`src/inc/bbar_consts.svh`:
```
// Address windows, field positions and encodings of the bit alias remapper
`ifndef BBAR_CONSTS_SVH
`define BBAR_CONSTS_SVH

// Top seven address bits that mark each 32 MB alias window
`define BBAR_TAG_SRAM_ALIAS 7'h11
`define BBAR_TAG_PERI_ALIAS 7'h21
// Top twelve address bits of each 1 MB bit-addressable region
`define BBAR_REGION_SRAM 12'h200
`define BBAR_REGION_PERI 12'h400
// Alias address fields: window tag, region byte offset, bit number
`define BBAR_TAG_HI 31
`define BBAR_TAG_LO 25
`define BBAR_OFS_HI 24
`define BBAR_OFS_LO 5
`define BBAR_BITN_HI 4
`define BBAR_BITN_LO 2
// Access size codes
`define BBAR_SZ_BYTE 2'h0
`define BBAR_SZ_HALF 2'h1
`define BBAR_SZ_WORD 2'h2
// Alias read answers
`define BBAR_BIT_SET 32'h0000_0001
`define BBAR_BIT_CLR 32'h0000_0000
// One-hot state codes
`define BBAR_ST_IDLE 4'h1
`define BBAR_ST_ISSUE 4'h2
`define BBAR_ST_WAIT 4'h4
`define BBAR_ST_RESP 4'h8

`endif

```
`src/inc/bbar_pkg.sv`:
```
// Types and helper functions of the bit alias remapper
`default_nettype none
`include "bbar_consts.svh"
package bbar_pkg;

  typedef enum logic [3:0] {
    BBAR_IDLE = `BBAR_ST_IDLE,
    BBAR_ISSUE = `BBAR_ST_ISSUE,
    BBAR_WAIT = `BBAR_ST_WAIT,
    BBAR_RESP = `BBAR_ST_RESP
  } bbar_state_t;

  // Underlying address aligned to the access size
  function automatic logic [31:0] bbar_align(input logic [31:0] a, input logic [1:0] sz);
    if (sz == `BBAR_SZ_WORD)
    begin
      return {a[31:2], 2'h0};
    end
    else if (sz == `BBAR_SZ_HALF)
    begin
      return {a[31:1], 1'h0};
    end
    return a;
  endfunction

  // Little-endian lane: byte n of a word sits in bits 8n+7..8n
  function automatic logic [4:0] bbar_lane_pos(input logic [1:0] byte_lo, input logic [2:0] bit_num);
    return {byte_lo, bit_num};
  endfunction

  // Replace one bit of a word, leaving all others as read
  function automatic logic [31:0] bbar_put_bit(input logic [31:0] w, input logic [4:0] pos, input logic v);
    logic [31:0] m;
    m = `BBAR_BIT_SET << pos;
    return v ? (w | m) : (w & ~m);
  endfunction

endpackage
`default_nettype wire

```
`src/core/bbar_remap.sv`:
```
// Address decoder that maps an alias word address onto a target bit
`default_nettype none
`include "bbar_consts.svh"
module bbar_remap
  import bbar_pkg::*;
(
  input wire logic [31:0] addr,
  input wire logic fetch,
  output logic in_alias,
  output logic refuse,
  output logic [31:0] bit_addr,
  output logic [2:0] bit_num
);

  logic win_sram;
  logic win_peri;
  logic [11:0] region_hi;

  assign win_sram = (addr[`BBAR_TAG_HI:`BBAR_TAG_LO] == `BBAR_TAG_SRAM_ALIAS);
  assign win_peri = (addr[`BBAR_TAG_HI:`BBAR_TAG_LO] == `BBAR_TAG_PERI_ALIAS);
  assign in_alias = (win_sram | win_peri) & ~fetch;
  assign refuse = win_peri & fetch;
  assign region_hi = win_peri ? `BBAR_REGION_PERI : `BBAR_REGION_SRAM;
  // window base dropped, region base put in its place
  assign bit_addr = {region_hi, addr[`BBAR_OFS_HI:`BBAR_OFS_LO]};
  assign bit_num = addr[`BBAR_BITN_HI:`BBAR_BITN_LO];

endmodule // bbar_remap
`default_nettype wire

```
`src/core/bbar_bridge.sv`:
```
// Bit alias remapping bridge between the processor data bus and its targets
`default_nettype none
`include "bbar_consts.svh"
module bbar_bridge
  import bbar_pkg::*;
(
  input wire logic mclk,
  input wire logic reset_n,
  input wire logic cpu_req_valid,
  output logic cpu_req_ready,
  input wire logic [31:0] cpu_req_addr,
  input wire logic cpu_req_write,
  input wire logic cpu_req_fetch,
  input wire logic [1:0] cpu_req_size,
  input wire logic [31:0] cpu_req_wdata,
  output logic cpu_rsp_valid,
  output logic [31:0] cpu_rsp_rdata,
  output logic cpu_rsp_err,
  output logic tgt_valid,
  input wire logic tgt_ready,
  output logic [31:0] tgt_addr,
  output logic tgt_write,
  output logic [1:0] tgt_size,
  output logic [31:0] tgt_wdata,
  output logic tgt_lock,
  input wire logic tgt_rvalid,
  input wire logic [31:0] tgt_rdata,
  input wire logic tgt_rerr
);

  ////////////////////////////////////////////////////////////////////////////
  // Reset release
  logic rst_meta_r;
  logic rst_n_s;

  always_ff @(posedge mclk or negedge reset_n)
  begin
    if (!reset_n)
    begin
      rst_meta_r <= 1'b0;
      rst_n_s <= 1'b0;
    end
    else
    begin
      rst_meta_r <= 1'b1;
      rst_n_s <= rst_meta_r;
    end
  end

  ////////////////////////////////////////////////////////////////////////////
  // Decode of the incoming request
  logic d_alias;
  logic d_refuse;
  logic [31:0] d_bit_addr;
  logic [2:0] d_bit_num;

  bbar_remap u_remap (
    .addr(cpu_req_addr),
    .fetch(cpu_req_fetch),
    .in_alias(d_alias),
    .refuse(d_refuse),
    .bit_addr(d_bit_addr),
    .bit_num(d_bit_num)
  );

  bbar_state_t state_r;
  logic ready_r;
  logic rsp_valid_r;
  logic [31:0] rsp_rdata_r;
  logic rsp_err_r;
  logic tv_r;
  logic [31:0] ta_r;
  logic tw_r;
  logic [1:0] ts_r;
  logic [31:0] td_r;
  logic tl_r;
  logic alias_r;
  logic wr_q_r;
  logic wbit_r;
  logic phase_r;
  logic [4:0] pos_r;
  logic [31:0] addr_q_r;
  logic [1:0] size_q_r;

  wire acc = cpu_req_valid & ready_r;
  // alias data goes to the region; size kept
  wire [31:0] d_tgt_addr = d_alias ? bbar_align(d_bit_addr, cpu_req_size) : cpu_req_addr;
  // bit lane in the word; byte lane little-endian
  wire [4:0] d_pos = bbar_lane_pos(d_bit_addr[1:0], d_bit_num);
  // only an alias write takes the locked RMW path
  wire rmw_turn = alias_r & wr_q_r & ~phase_r & ~tgt_rerr;
  // only bit 0 of the written value counts
  wire [31:0] rmw_data = bbar_put_bit(tgt_rdata, pos_r, wbit_r);
  // alias reads answer 0 or 1
  wire [31:0] bit_answer = tgt_rdata[pos_r] ? `BBAR_BIT_SET : `BBAR_BIT_CLR;
  wire [31:0] rsp_data = alias_r ? (wr_q_r ? `BBAR_BIT_CLR : bit_answer) : tgt_rdata;

  ////////////////////////////////////////////////////////////////////////////
  // Transaction sequencer, one outstanding access at a time
  always_ff @(posedge mclk or negedge rst_n_s)
  begin
    if (!rst_n_s)
    begin
      state_r <= BBAR_IDLE;
      ready_r <= 1'b0;
      rsp_valid_r <= 1'b0;
      rsp_rdata_r <= `BBAR_BIT_CLR;
      rsp_err_r <= 1'b0;
      tv_r <= 1'b0;
      ta_r <= `BBAR_BIT_CLR;
      tw_r <= 1'b0;
      ts_r <= `BBAR_SZ_BYTE;
      td_r <= `BBAR_BIT_CLR;
      tl_r <= 1'b0;
      alias_r <= 1'b0;
      wr_q_r <= 1'b0;
      wbit_r <= 1'b0;
      phase_r <= 1'b0;
      pos_r <= 5'h0;
      addr_q_r <= `BBAR_BIT_CLR;
      size_q_r <= `BBAR_SZ_BYTE;
    end
    else
    begin
      case (state_r)
        BBAR_IDLE:
        begin
          ready_r <= ~acc;
          if (acc)
          begin
            addr_q_r <= cpu_req_addr;
            size_q_r <= cpu_req_size;
            alias_r <= d_alias;
            wr_q_r <= cpu_req_write;
            wbit_r <= cpu_req_wdata[0];
            phase_r <= 1'b0;
            pos_r <= d_pos;
            ta_r <= d_tgt_addr;
            ts_r <= cpu_req_size;
            // an alias write starts with its read half
            tw_r <= cpu_req_write & ~d_alias;
            td_r <= cpu_req_wdata;
            // lock the target for the whole RMW
            tl_r <= d_alias & cpu_req_write;
            if (d_refuse)
            begin
              // answer with an error, target untouched
              state_r <= BBAR_RESP;
              rsp_valid_r <= 1'b1;
              rsp_err_r <= 1'b1;
              rsp_rdata_r <= `BBAR_BIT_CLR;
            end
            else
            begin
              state_r <= BBAR_ISSUE;
              tv_r <= 1'b1;
            end
          end
        end
        BBAR_ISSUE:
        begin
          if (tgt_ready)
          begin
            tv_r <= 1'b0;
            state_r <= BBAR_WAIT;
          end
        end
        BBAR_WAIT:
        begin
          if (tgt_rvalid && rmw_turn)
          begin
            // write half issued right after the read half
            phase_r <= 1'b1;
            tw_r <= 1'b1;
            td_r <= rmw_data;
            tv_r <= 1'b1;
            state_r <= BBAR_ISSUE;
          end
          else if (tgt_rvalid)
          begin
            rsp_valid_r <= 1'b1;
            rsp_err_r <= tgt_rerr;
            rsp_rdata_r <= rsp_data;
            tl_r <= 1'b0;
            state_r <= BBAR_RESP;
          end
        end
        BBAR_RESP:
        begin
          rsp_valid_r <= 1'b0;
          rsp_err_r <= 1'b0;
          ready_r <= 1'b1;
          state_r <= BBAR_IDLE;
        end
        default:
        begin
          state_r <= BBAR_IDLE;
        end
      endcase
    end
  end

  assign cpu_req_ready = ready_r;
  assign cpu_rsp_valid = rsp_valid_r;
  assign cpu_rsp_rdata = rsp_rdata_r;
  assign cpu_rsp_err = rsp_err_r;
  assign tgt_valid = tv_r;
  assign tgt_addr = ta_r;
  assign tgt_write = tw_r;
  assign tgt_size = ts_r;
  assign tgt_wdata = td_r;
  assign tgt_lock = tl_r;

  logic [31:0] rmw_rd_r;
  always_ff @(posedge mclk)
  begin
    if (state_r == BBAR_WAIT && tgt_rvalid)
    begin
      rmw_rd_r <= tgt_rdata;
    end
  end
endmodule // bbar_bridge
`default_nettype wire

```
`config.mk`:
```
export PLATFORM = sky130hd
export DESIGN_NAME = bbar_bridge
export DESIGN_NICKNAME = d
export VERILOG_FILES = /design/src/inc/bbar_pkg.sv /design/src/core/bbar_remap.sv /design/src/core/bbar_bridge.sv
export VERILOG_INCLUDE_DIRS = /design/src /design/src/inc
export SDC_FILE = /design/constraint.sdc
export NUM_CORES = 1
export LEC_CHECK = 0
export BUFFER_PORTS_ARGS = -buffer_cell sky130_fd_sc_hd__buf_2
export CAP_MARGIN = 20
export CORE_MARGIN = 10
export CORE_UTILIZATION = 51
export CTS_BUF_LIST = sky130_fd_sc_hd__clkbuf_4 sky130_fd_sc_hd__clkbuf_8 sky130_fd_sc_hd__clkbuf_16
export DETAILED_ROUTE_END_ITERATION = 8
export HOLD_SLACK_MARGIN = 0.05
export MAX_ROUTING_LAYER = met4
export PLACE_DENSITY = 0.83
export SYNTH_ARGS = -nofsm -noshare
export SYNTH_HDL_FRONTEND = slang
export SYNTH_SLANG_ARGS = --single-unit
```
`constraint.sdc`:
```
create_clock -name mclk -period 4.2 [get_ports mclk]
set_input_delay 0.63 -clock mclk [delete_from_list [all_inputs] [get_ports mclk]]
set_output_delay 0.63 -clock mclk [all_outputs]
set_load 0.05 [all_outputs]
```
# Word level (Yosys, flattened, before mapping)
# Cells that the tools add are included.
[word_totals] reg_bits=119 inputBits=106 output_inout_bits=104 wordCells=114
[classes] n_lt_le_gt_ge=1 eq_ne=16 shift=1 muxes=49 bitwise=17 n_reduce_logical=12
[op_table] op="$mux W32" count=12
[op_table] op="$pmux W32 S2" count=2
[op_table] op="$and A32 B32 Y32" count=1
[op_table] op="$not A32 Y32" count=1
[op_table] op="$or A32 B32 Y32" count=1
[op_table] op="$shl A1 B5 Y32 const A" count=1
[op_table] op="$mux W1" count=20
[op_table] op="$mux W4" count=5
[op_table] op="$reduce_and A5 Y1" count=3
[op_table] op="$ne A2 B2 Y1 const B" count=7
[op_table] op="$pmux W4 S3" count=1
[op_table] op="$mux W11" count=1
[op_table] op="$pmux W1 S3" count=3
[op_table] op="$and A1 B1 Y1" count=8
[op_table] op="$pmux W1 S2" count=4
[op_table] op="$eq A7 B5 Y1 const B" count=1
[op_table] op="$eq A7 B6 Y1 const B" count=1
[op_table] op="$lt A5 B6 Y1 const B" count=1
[op_table] op="$reduce_and A3 Y1" count=2
[op_table] op="$reduce_bool A3 Y1" count=2
[op_table] op="$bmux W1 S5" count=1
[op_table] op="$not A1 Y1" count=5
[op_table] op="$eq A4 B1 Y1 const B" count=1
[op_table] op="$eq A4 B2 Y1 const B" count=1
[op_table] op="10 further kinds" count=11

# Logic depth before layout (Yosys ltp)
# Gate-level depths: netlist of run 1.
[logic_depth] ltp_word=8 mapped_depth=8 mapped_depth_nobuf=5

# By module
# From an unflattened synthesis of run 1, not the netlist that was laid out.
[hier_totals] cells_unflattened=693 hier_area_um2=6454.9
[by_module_without_submodules] mod="bbar_bridge" n_inst=1 cells_per_inst=650 area_each_um2=6128.4 seq_area_each_um2=2979.1
[by_module_without_submodules] mod="bbar_remap" n_inst=1 cells_per_inst=43 area_each_um2=326.6 seq_area_each_um2=0.0

# Least setup slack after synthesis of run 1
# Ideal clock, no wire load.
[synth_path] path_type="register to register" start="register ready_r (netlist: cpu_req_ready)" end="register tv_r (netlist: tgt_valid)" setup_ps=125 arrival_time_ps=2004 required_ps=4075 setup_slack_ps=2071 path_stages_with_launch=6 path_buffers=0 synth_period_minus_slack_ps=2129 cell_sequence="dfrtp_1 nand4b_1 nor2_2 o21ai_0 a311oi_1 mux2_2"
[synth_between] elab_chain_cells=3
[synth_lines] item="start, declared" line="bbar_bridge.sv:67" rtl="logic ready_r;"
[synth_lines] item="start signal, assigned" line="bbar_bridge.sv:128" rtl="ready_r <= ~acc;"
[synth_lines] item="$and A1 B1 Y1" line="bbar_bridge.sv:85" rtl="wire acc = cpu_req_valid & ready_r;"
[synth_lines] item="$ne A2 B2 Y1 (no line)"
[synth_lines] item="$reduce_and A5 Y1 (no line)"
[synth_lines] item="end signal, assigned" line="bbar_bridge.sv:109" rtl="tv_r <= 1'b0;"
[synth_lines] item="end signal, assigned" line="bbar_bridge.sv:156" rtl="tv_r <= 1'b1;"
[synth_lines] item="end signal, assigned" line="bbar_bridge.sv:164" rtl="tv_r <= 1'b0;"
[synth_lines] item="end, declared" line="bbar_bridge.sv:71" rtl="logic tv_r;"
# Every way passes these cells.
# A chain may end at the register's enable or synchronous reset.

# Worst setup path after layout of run 1
[layout_path] start="register state_r[3]" end="register rsp_rdata_r[1] (netlist: cpu_rsp_rdata[1])"
[layout_between] elab_chain_cells=3 elab_cells_between_ends=9 classes_between="eq/ne: 6; mux: 1; reduce/logical: 2"
[layout_lines] item="start, declared" line="bbar_bridge.sv:66" rtl="bbar_state_t state_r;"
[layout_lines] item="start signal, assigned" line="bbar_bridge.sv:104" rtl="state_r <= BBAR_IDLE;"
[layout_lines] item="start signal, assigned" line="bbar_bridge.sv:148" rtl="state_r <= BBAR_RESP;"
[layout_lines] item="start signal, assigned" line="bbar_bridge.sv:155" rtl="state_r <= BBAR_ISSUE;"
[layout_lines] item="$eq A4 B3 Y1 or $eq A4 B1 Y1 (tied branches)" line="bbar_bridge.sv:125" rtl="case (state_r)"
[layout_lines] item="$ne A2 B2 Y1 (no line) or $reduce_bool A2 Y1 (tied branches)"
[layout_lines] item="$reduce_and A5 Y1 (no line)"
[layout_lines] item="end signal, assigned" line="bbar_bridge.sv:107" rtl="rsp_rdata_r <= `BBAR_BIT_CLR;"
[layout_lines] item="end signal, assigned" line="bbar_bridge.sv:151" rtl="rsp_rdata_r <= `BBAR_BIT_CLR;"
[layout_lines] item="end signal, assigned" line="bbar_bridge.sv:183" rtl="rsp_rdata_r <= rsp_data;"
[layout_lines] item="end, declared" line="bbar_bridge.sv:69" rtl="logic [31:0] rsp_rdata_r;"
# Several ways; a longest one is shown, not always the timed one.

==> results of run 1 <==
stage by stage:
step,utilization (%),setup slack (ps),instances,hold slack (ps)
finish,66.0,1630,1009,126
global route,66.0,1470,1009,140
CTS,65.9,1630,1007,132
detailed placement,60.7,1660,974,128
global placement,60.7,1700,974,123
floorplan,-,641,660,331
layout make-up:
| cell class | count | area (sq um) |
|---|---|---|
| multi-input combinational | 485 | 2940 |
| sequential | 119 | 2980 |
| tap | 147 | 184 |
| fill | 986 | 4050 |
| timing repair buffer | 216 | 1100 |
| clock buffer | 23 | 489 |
| clock inverter | 9 | 123 |
| antenna | 2 | 5.00 |
| inverter | 8 | 30.0 |
state kept, by name (all words and copies together), names as in the netlist, 2 cells and up:
name / cells
cpu_rsp_rdata: 32
pos_r: 5
state_r: 4
tgt_addr: 32
tgt_size: 2
tgt_wdata: 32
layout by cell type, fill, tap and decap left out, drive strengths merged, types with 4 or more instances in the layout:
cell type,n
buf,215
nand2,179
dfrtp,118
o21ai,90
mux2i,53
nor2,29
mux2,28
clkbuf,23
nand3,15
a21oi,11
nor3,9
inv,8
nand2b,6
mux4,6
o31a,5
clkinv,5
nand3b,5
a31oi,4
o21a,4
final timing paths:
check                           slack (ps)  cells after the start                to       start
min in group mclk                      350                      0           rst_n_s  rst_meta_r
max in group asynchronous             2950                      1     tgt_wdata[27]     rst_n_s
worst min-delay path                   130                      0      tgt_addr[14]     rst_n_s
worst max-delay path                  1630                      5  cpu_rsp_rdata[1]  state_r[3]
worst min register to register         130                      0      tgt_addr[14]     rst_n_s
worst max register to register        1630                      5  cpu_rsp_rdata[1]  state_r[3]
power by group:
| part | total (mW) | switching [mW] | internal [mW] |
|---|---|---|---|
| sequential | 1.94 | 0.397 | 1.55 |
| clock | 1.50 | 0.506 | 0.993 |
| combinational | 2.83 | 2.05 | 0.774 |
per-layer routing:
layer / track usage [%] / vias to the layer above
met3: 7.91 / 25
met1: 27.6 / 2591
met5: - / -
met2: 36.9 / 272
met4: 7.34 / 0
li1: - / 2651
repair_timing:
action	4_1_cts	5_1_grt
hold buffers	1	0
endpoints found under the hold margin	2	0
endpoints found under the setup margin	0	0
resized for setup	0	0
cells by family after synthesis:
family | count (synthesis) | share of synthesized area (%)
AOI/OAI and AO/OA | 132 | 12.3
xor gates and xnor gates | 2 | 0.284
adders and majority gates | 1 | 0.203
buffers and inverters | 56 | 4.08
DFF | 119 | 48.3
muxes | 87 | 15.9
other | 1 | 0.0608
and+or+nand+nor | 262 | 18.9
==> impl_metrics.py, run 1 <==
metrics = {
    "critical_path": {
        "crit_buf_inv": 1,
        "critical_path.top_delay_family": "simple AND/OR/NAND/NOR gates",
        "crit_arrival_ps": 2890,
        "endpoint_kind": "flip-flop",
        "worstPathMaxFanout": 66,
        "crit_chain": "or4b_4 > a21oi_2 > o22ai_4 > buf_4 > o21ai_0",
        "crit_path_start_kind": "flip-flop",
        "slowest_delay_ps": 880,
        "required_ps": 4510,
        "path_class": "reg -> reg",
        "crit_path_top_delay_cell": "or4b_4",
    },
    "floorplanning": {
        "io_pins": 210,
        "die_w_um": 130,
        "start_util_pct": 51.8,
        "dieArea_sq_um": 16900,
        "coreArea_sq_um": 11900,
        "die_h_um": 130,
        "rows": 40,
    },
    "clock_tree": {
        "clk_path_buf_depth": 2,
        "cts_buffers": 17,
        "clock-sinks": 119,
        "postCtsSetupBuffers": 0,
        "path_clk_slew_ps": 50,
        "cts_tree": "built",
        "h-tree-depth": 4,
        "clk_root_buffer_cell": "clkbuf_16",
        "clkLatencyLatePin_ps": 420,
    },
    "route": {
        "drt-pass1-iter-count": 6,
        "vias": 5539,
        "maxUsedRoutingLayer": "met4",
        "wl_per_cell_um": 18.7,
        "ant_nets": 0,
        "route.met3.wl_mm": 1.84,
        "met1_length_mm": 7.67,
        "drcViolationCount": 0,
        "wl_mm": 18.9,
        "wl_met2_mm": 9.10,
        "via_per_inst": 5.49,
        "first_iter_violations": 380,
    },
    "global_route": {
        "grt_max_degree": 72,
        "grt_pass1_vias": 5749,
        "antenna_found_initial": 2,
        "grtUsageTotal_pct": 23.3,
        "grt_overflow": 0,
        "grt_pass1_wl_mm": 29.8,
    },
    "timing": {
        "fmax_mhz": 388,
        "slew_headroom_pct": 34.0,
        "period_share_pct": 61.3,
        "period_minus_slack_ps": 2570,
        "finalSetupViolCount": 0,
        "fin_worst_skew_ps": 14.4,
        "finalHoldViolations": 0,
        "fin_setup_tns_ps": 0,
        "worst_slew_pin_slew_ps": 990,
        "maxSlewViolCount": 0,
        "rsz0062_at_grt": "no",
    },
    "job": {
        "cap_violations": 0,
    },
    "synthesis": {
        "yosys_warnings": 0,
        "yosys.cell_types.count": 56,
        "post_synth_instance_area_sq_um": 6170,
        "synth.most_common_cell": "nand2_1",
        "ys_async_sr_fraction_pct": 100,
        "netlist.area_leader.share_pct": 47.9,
        "synth_edf_count": 0,
        "ys_top_cells_by_count": "nand2_1, dfrtp_1, o21ai_0, mux2i_1, clkbuf_1",
        "synth_area_leaders": "dfrtp_1, nand2_1, mux2i_1",
        "avgSynthCellArea_sq_um": 9.34,
        "ys.flop_type": "dfrtp_1",
        "syn_nets": 767,
        "syn_inst": 660,
        "synth-seq-cells": 119,
        "yosysTopAreaCell": "dfrtp_1",
        "seq_area_frac_synth_pct": 48.3,
    },
    "pwr": {
        "power_density_nw_per_um2": 798,
        "irDropWorstVdd_mv": 0.502,
        "leakage_nw": 3.98,
        "finalPower_mw": 6.27,
    },
    "min_path": {
        "holdCritPathClass": "reg -> async",
    },
    "place": {
        "portBuffers": 209,
        "dpl.hpwl_mm": 13.9,
        "gp_congestion": 0.886,
        "postPlaceCellArea_sq_um": 7230,
    },
    "finish": {
        "final_nets": 954,
        "fin_area_sq_um": 7860,
        "final_layout_size_suffix_gt1_share_pct": 32.2,
        "syn2layout_area_growth_pct": 27.4,
    },
    "run_status": {
        "status": "finished, final reports clean",
    },
}
Note: power is estimated with default switching activity, not from simulation.
==> run 2, diff against run 1 <==
==> constraint.sdc (replaced) <==
create_clock -name mclk -period 2.6 [get_ports mclk]
set_input_delay 0.39 -clock mclk [delete_from_list [all_inputs] [get_ports mclk]]
set_output_delay 0.39 -clock mclk [all_outputs]
set_load 0.05 [all_outputs]
==> impl_metrics.py, run 2 (synthesis gave the netlist of run 1 again) <==
metrics = {
    "finish": {
        "multi_input_area_sq_um": 2940,
        "fin_area_sq_um": 7910,
        "final_layout_size_suffix_gt1_share_pct": 32.6,
        "syn2layout_area_growth_pct": 28.3,
        "fin_cells": 1013,
        "final_nets": 960,
        "regArea_sq_um": 2980,
        "fin_util_pct": 66.4,
        "nFillCells": 978,
        "final_common_cell": "buf_2",
        "final_cell_mix": "buf_2, nand2_1, dfrtp_1",
    },
    "route": {
        "via_per_inst": 5.48,
        "vias": 5551,
        "ant_nets": 0,
        "drcViolationCount": 0,
        "wl_mm": 18.6,
        "drt-pass1-iter-count": 5,
        "wl_per_cell_um": 18.4,
        "first_iter_violations": 414,
    },
    "timing": {
        "fin_setup_tns_ps": 0,
        "finalHoldViolations": 0,
        "fmax_mhz": 437,
        "rsz0062_at_grt": "no",
        "period_minus_slack_ps": 2290,
        "holdWs_ps": 182,
        "fin_worst_skew_ps": 7.86,
        "slew_headroom_pct": 32.7,
        "maxSlewViolCount": 0,
        "worst_slew_pin_slew_ps": 1010,
        "finalWorstSetupSlack_ps": 309,
        "finalSetupViolCount": 0,
        "period_share_pct": 88.1,
    },
    "pwr": {
        "cell_internal_pwr_mw": 5.36,
        "leakage_nw": 4.01,
        "power_density_nw_per_um2": 1280,
        "seq_power_share_pct": 30.6,
        "power.share.combinational_pct": 45.7,
        "irDropWorstVdd_mv": 0.689,
        "finalPower_mw": 10.1,
        "p_sw_mw": 4.77,
        "switching_share_pct": 47.1,
        "power_frac_clock_pct": 23.8,
    },
    "clock_tree": {
        "cts_tree": "built",
        "path_clk_slew_ps": 60,
        "h-tree-depth": 4,
        "cts_buffers": 17,
        "clkLatencyLatePin_ps": 410,
        "clk_path_buf_depth": 2,
        "clock-sinks": 119,
        "clk_root_buffer_cell": "clkbuf_16",
    },
    "place": {
        "portBuffers": 209,
        "dpl_worst_slack_ps": 367,
        "dpl.hpwl_mm": 14.0,
        "dp_cells": 980,
        "postPlaceCellArea_sq_um": 7300,
        "gp_congestion": 0.890,
    },
    "run_status": {
        "status": "finished, final reports clean",
    },
    "floorplanning": {
        "dieArea_sq_um": 16900,
        "coreArea_sq_um": 11900,
        "die_w_um": 130,
        "rows": 40,
        "start_util_pct": 51.8,
        "io_pins": 210,
        "die_h_um": 130,
    },
    "global_route": {
        "grtUsageTotal_pct": 22.8,
        "grt_max_degree": 74,
        "grt_pass1_vias": 5641,
        "grt_overflow": 0,
        "antenna_found_initial": 1,
        "grt_pass1_wl_mm": 29.4,
    },
    "critical_path": {
        "endpoint_kind": "flip-flop",
        "crit_arrival_ps": 2620,
        "path_class": "reg -> reg",
        "worstPathMaxFanout": 59,
        "crit_path_start_kind": "flip-flop",
        "r2r_cells": 6,
        "required_ps": 2930,
    },
    "job": {
        "cap_violations": 0,
    },
    "min_path": {
        "holdCritPathClass": "in -> reg",
        "hold_path_depth": 3,
    },
}
[run 2: cell types whose count changed in the layout (fill, tap and decap cells not counted)]
cell	before	now
diode_2	2	1
clkinvlp_4	1	2
clkinv_2	5	4
buf_4	6	10
buf_12	0	2
clkbuf_8	3	2
[run 2: worst paths after layout]
path | slack [ps] | start | end
min in group asynchronous | 240 | rst_n_s | tgt_addr[14]
worst min-delay path | 180 | cpu_req_wdata[0] | wbit_r
worst max-delay path | 310 | state_r[3] | cpu_rsp_rdata[0]
worst max register to register | 310 | state_r[3] | cpu_rsp_rdata[0]
max in group asynchronous | 1640 | rst_n_s | tgt_wdata[27]
worst min register to register | 240 | rst_n_s | tgt_addr[14]
[run 2: repair_timing]
action | 4_1_cts | 5_1_grt
endpoints found under the hold margin | 2 | 0
buffers inserted | 0 | 0
endpoints found under the setup margin | 0 | 0
hold buffers | 1 | 0
gates resized for setup | 0 | 0
[run 2: final cells by class]
cell class              instances  share of cell area (%)
diodes                          1                  0.0316
clock buffers                  22                    6.01
clock inverters                 9                    1.58
inverters                       8                   0.379
multi-input cells             485                    37.2
flip-flops and latches        119                    37.7
well taps                     147                    2.32
repair buffers                222                    14.8
[run 2: critical path, cell delays in order (launching register included)]
cell	delay [ps]
dfrtp_1	480
or4b_4	650
buf_4	330
nor2_4	130
buf_4	320
a21oi_1	120
a2bb2oi_1	150
[run 2: power by group through the flow]
stage	sequential, mW	clock, mW	combinational (mW)
2_1_floorplan	4.84	0	1.73
3_3_place_gp	3.09	0	4.59
3_5_place_dp	3.11	0	4.66
4_1_cts	3.10	2.44	4.66
5_1_grt	3.21	2.52	4.94
6_report	3.10	2.41	4.63
[run 2: metal layers]
layer | track usage (%) | part of all wire (%) | vias to the layer above
li1 | - | - | 2666
met1 | 28.2 | 42 | 2621
met2 | 35.9 | 48 | 242
met3 | 6.53 | 9.0 | 22
met4 | 6.55 | 1.2 | 0
met5 | - | 0 | -
==> run 3, diff against run 2 <==
--- a/config.mk
+++ b/config.mk
@@ -14,7 +14,7 @@
 export DETAILED_ROUTE_END_ITERATION = 8
 export HOLD_SLACK_MARGIN = 0.05
 export MAX_ROUTING_LAYER = met4
-export PLACE_DENSITY = 0.83
+export PLACE_DENSITY_LB_ADDON = 0.1
 export SYNTH_ARGS = -nofsm -noshare
 export SYNTH_HDL_FRONTEND = slang
 export SYNTH_SLANG_ARGS = --single-unit
==> impl_metrics.py, run 3 (synthesis gave the netlist of run 1 again) <==
metrics = {
    "critical_path": {
        "slowest_delay_ps": 660,
        "crit_path_top_delay_cell": "or4b_4",
        "critical_path.top_delay_family": "simple AND/OR/NAND/NOR gates",
        "crit_arrival_ps": 2530,
        "endpoint_kind": "flip-flop",
        "required_ps": 2880,
        "worstPathMaxFanout": 28,
        "crit_chain": "or4b_4 > nand3b_4 > nand2_8 > mux2_1",
        "crit_buf_inv": 0,
        "path_class": "reg -> reg",
        "crit_path_start_kind": "flip-flop",
    },
    "place": {
        "dpl.hpwl_mm": 13.8,
        "gp_congestion": 0.869,
        "dp_cells": 977,
        "portBuffers": 209,
    },
    "floorplanning": {
        "dieArea_sq_um": 16900,
        "die_w_um": 130,
        "io_pins": 210,
        "die_h_um": 130,
        "coreArea_sq_um": 11900,
        "start_util_pct": 51.8,
        "rows": 40,
    },
    "finish": {
        "fin_util_pct": 66.1,
        "final_layout_size_suffix_gt1_share_pct": 32.3,
        "final_nets": 957,
        "final_cell_mix": "buf_2, nand2_1, dfrtp_1",
        "syn2layout_area_growth_pct": 27.8,
        "fin_cells": 1009,
        "final_common_cell": "buf_2",
    },
    "pwr": {
        "finalPower_mw": 9.95,
        "irDropWorstVdd_mv": 0.768,
        "power_density_nw_per_um2": 1260,
        "leakage_nw": 3.99,
    },
    "global_route": {
        "grt_pass1_vias": 5484,
        "antenna_found_initial": 1,
        "grtUsageTotal_pct": 22.4,
        "grt_pass1_wl_mm": 28.8,
        "grt_max_degree": 81,
        "grt_overflow": 0,
    },
    "route": {
        "wl_per_cell_um": 18.3,
        "ant_nets": 0,
        "wl_mm": 18.5,
        "first_iter_violations": 402,
        "drt-pass1-iter-count": 4,
        "via_per_inst": 5.44,
        "drcViolationCount": 0,
        "vias": 5493,
    },
    "timing": {
        "slew_headroom_pct": 35.6,
        "finalSetupViolCount": 0,
        "fin_worst_skew_ps": 7.14,
        "period_share_pct": 86.6,
        "finalHoldViolations": 0,
        "worst_slew_pin_slew_ps": 966,
        "fin_setup_tns_ps": 0,
        "period_minus_slack_ps": 2250,
        "rsz0062_at_grt": "no",
        "maxSlewViolCount": 0,
        "fmax_mhz": 444,
    },
    "clock_tree": {
        "clock-sinks": 119,
        "cts_buffers": 17,
        "clkLatencyLatePin_ps": 410,
        "clk_root_buffer_cell": "clkbuf_16",
        "cts_tree": "built",
        "clk_path_buf_depth": 2,
        "cts_resized": 0,
        "h-tree-depth": 4,
        "path_clk_slew_ps": 50,
    },
    "job": {
        "cap_violations": 0,
    },
    "min_path": {
        "holdCritPathClass": "in -> reg",
    },
    "run_status": {
        "status": "finished, final reports clean",
    },
}
==> run 3: through the flow <==
step	hold WS [ps]	area, sq um	setup WS, ps
global placement	174	7300	390
CTS	181	7880	361
finish	201	7880	348
floorplan	94.4	6170	471
detailed placement	178	7300	370
global route	192	7880	259
==> run 3: tightest hold or removal path, delay by kind of cell <==
family / cells / cell delay [ps]
AND/OR/NAND/NOR: 2 / 100
buffers and inverters: 1 / 90
==> run 3: layout make-up <==
cell class,instances,area [sq um]
antenna,1,2.50
clock buffer,26,518
clock inverter,4,45.0
fill,1017,4030
inverter,8,30.0
multi-input combinational,485,2940
sequential,119,2980
tap,147,184
timing repair buffer,219,1170
==> run 3: metal layers <==
metal	GRT usage (%)	part of all wire [%]
met1	27.3	42
met2	34.2	47
met3	7.46	8.7
met4	8.40	2.2
met5	-	0
==> run 3: path summary, 6_finish.rpt <==
| check | from | to | slack [ps] | depth (start not counted) |
|---|---|---|---|---|
| min | cpu_req_size[1] | tgt_size[1] | 200 | 3 |
| max | state_r[3] | tgt_wdata[11] | 350 | 4 |
| max reg2reg | state_r[3] | tgt_wdata[11] | 350 | 4 |
| min reg2reg | rst_n_s | tgt_addr[3] | 310 | 0 |
| max in group asynchronous | rst_n_s | state_r[0] | 1430 | 1 |
| min in group asynchronous | reset_n | rst_n_s | 300 | 2 |
==> run 3: power by group <==
group          total (mW)  switching, mW  internal [mW]
sequential           3.12          0.623           2.50
combinational        4.60           3.32           1.28
clock                2.23          0.778           1.45
==> run 3: what timing repair did <==
| action | in CTS | in global routing |
|---|---|---|
| setup buffers | 0 | 0 |
| hold buffers | 1 | 0 |
| endpoints found under the hold margin | 2 | 0 |
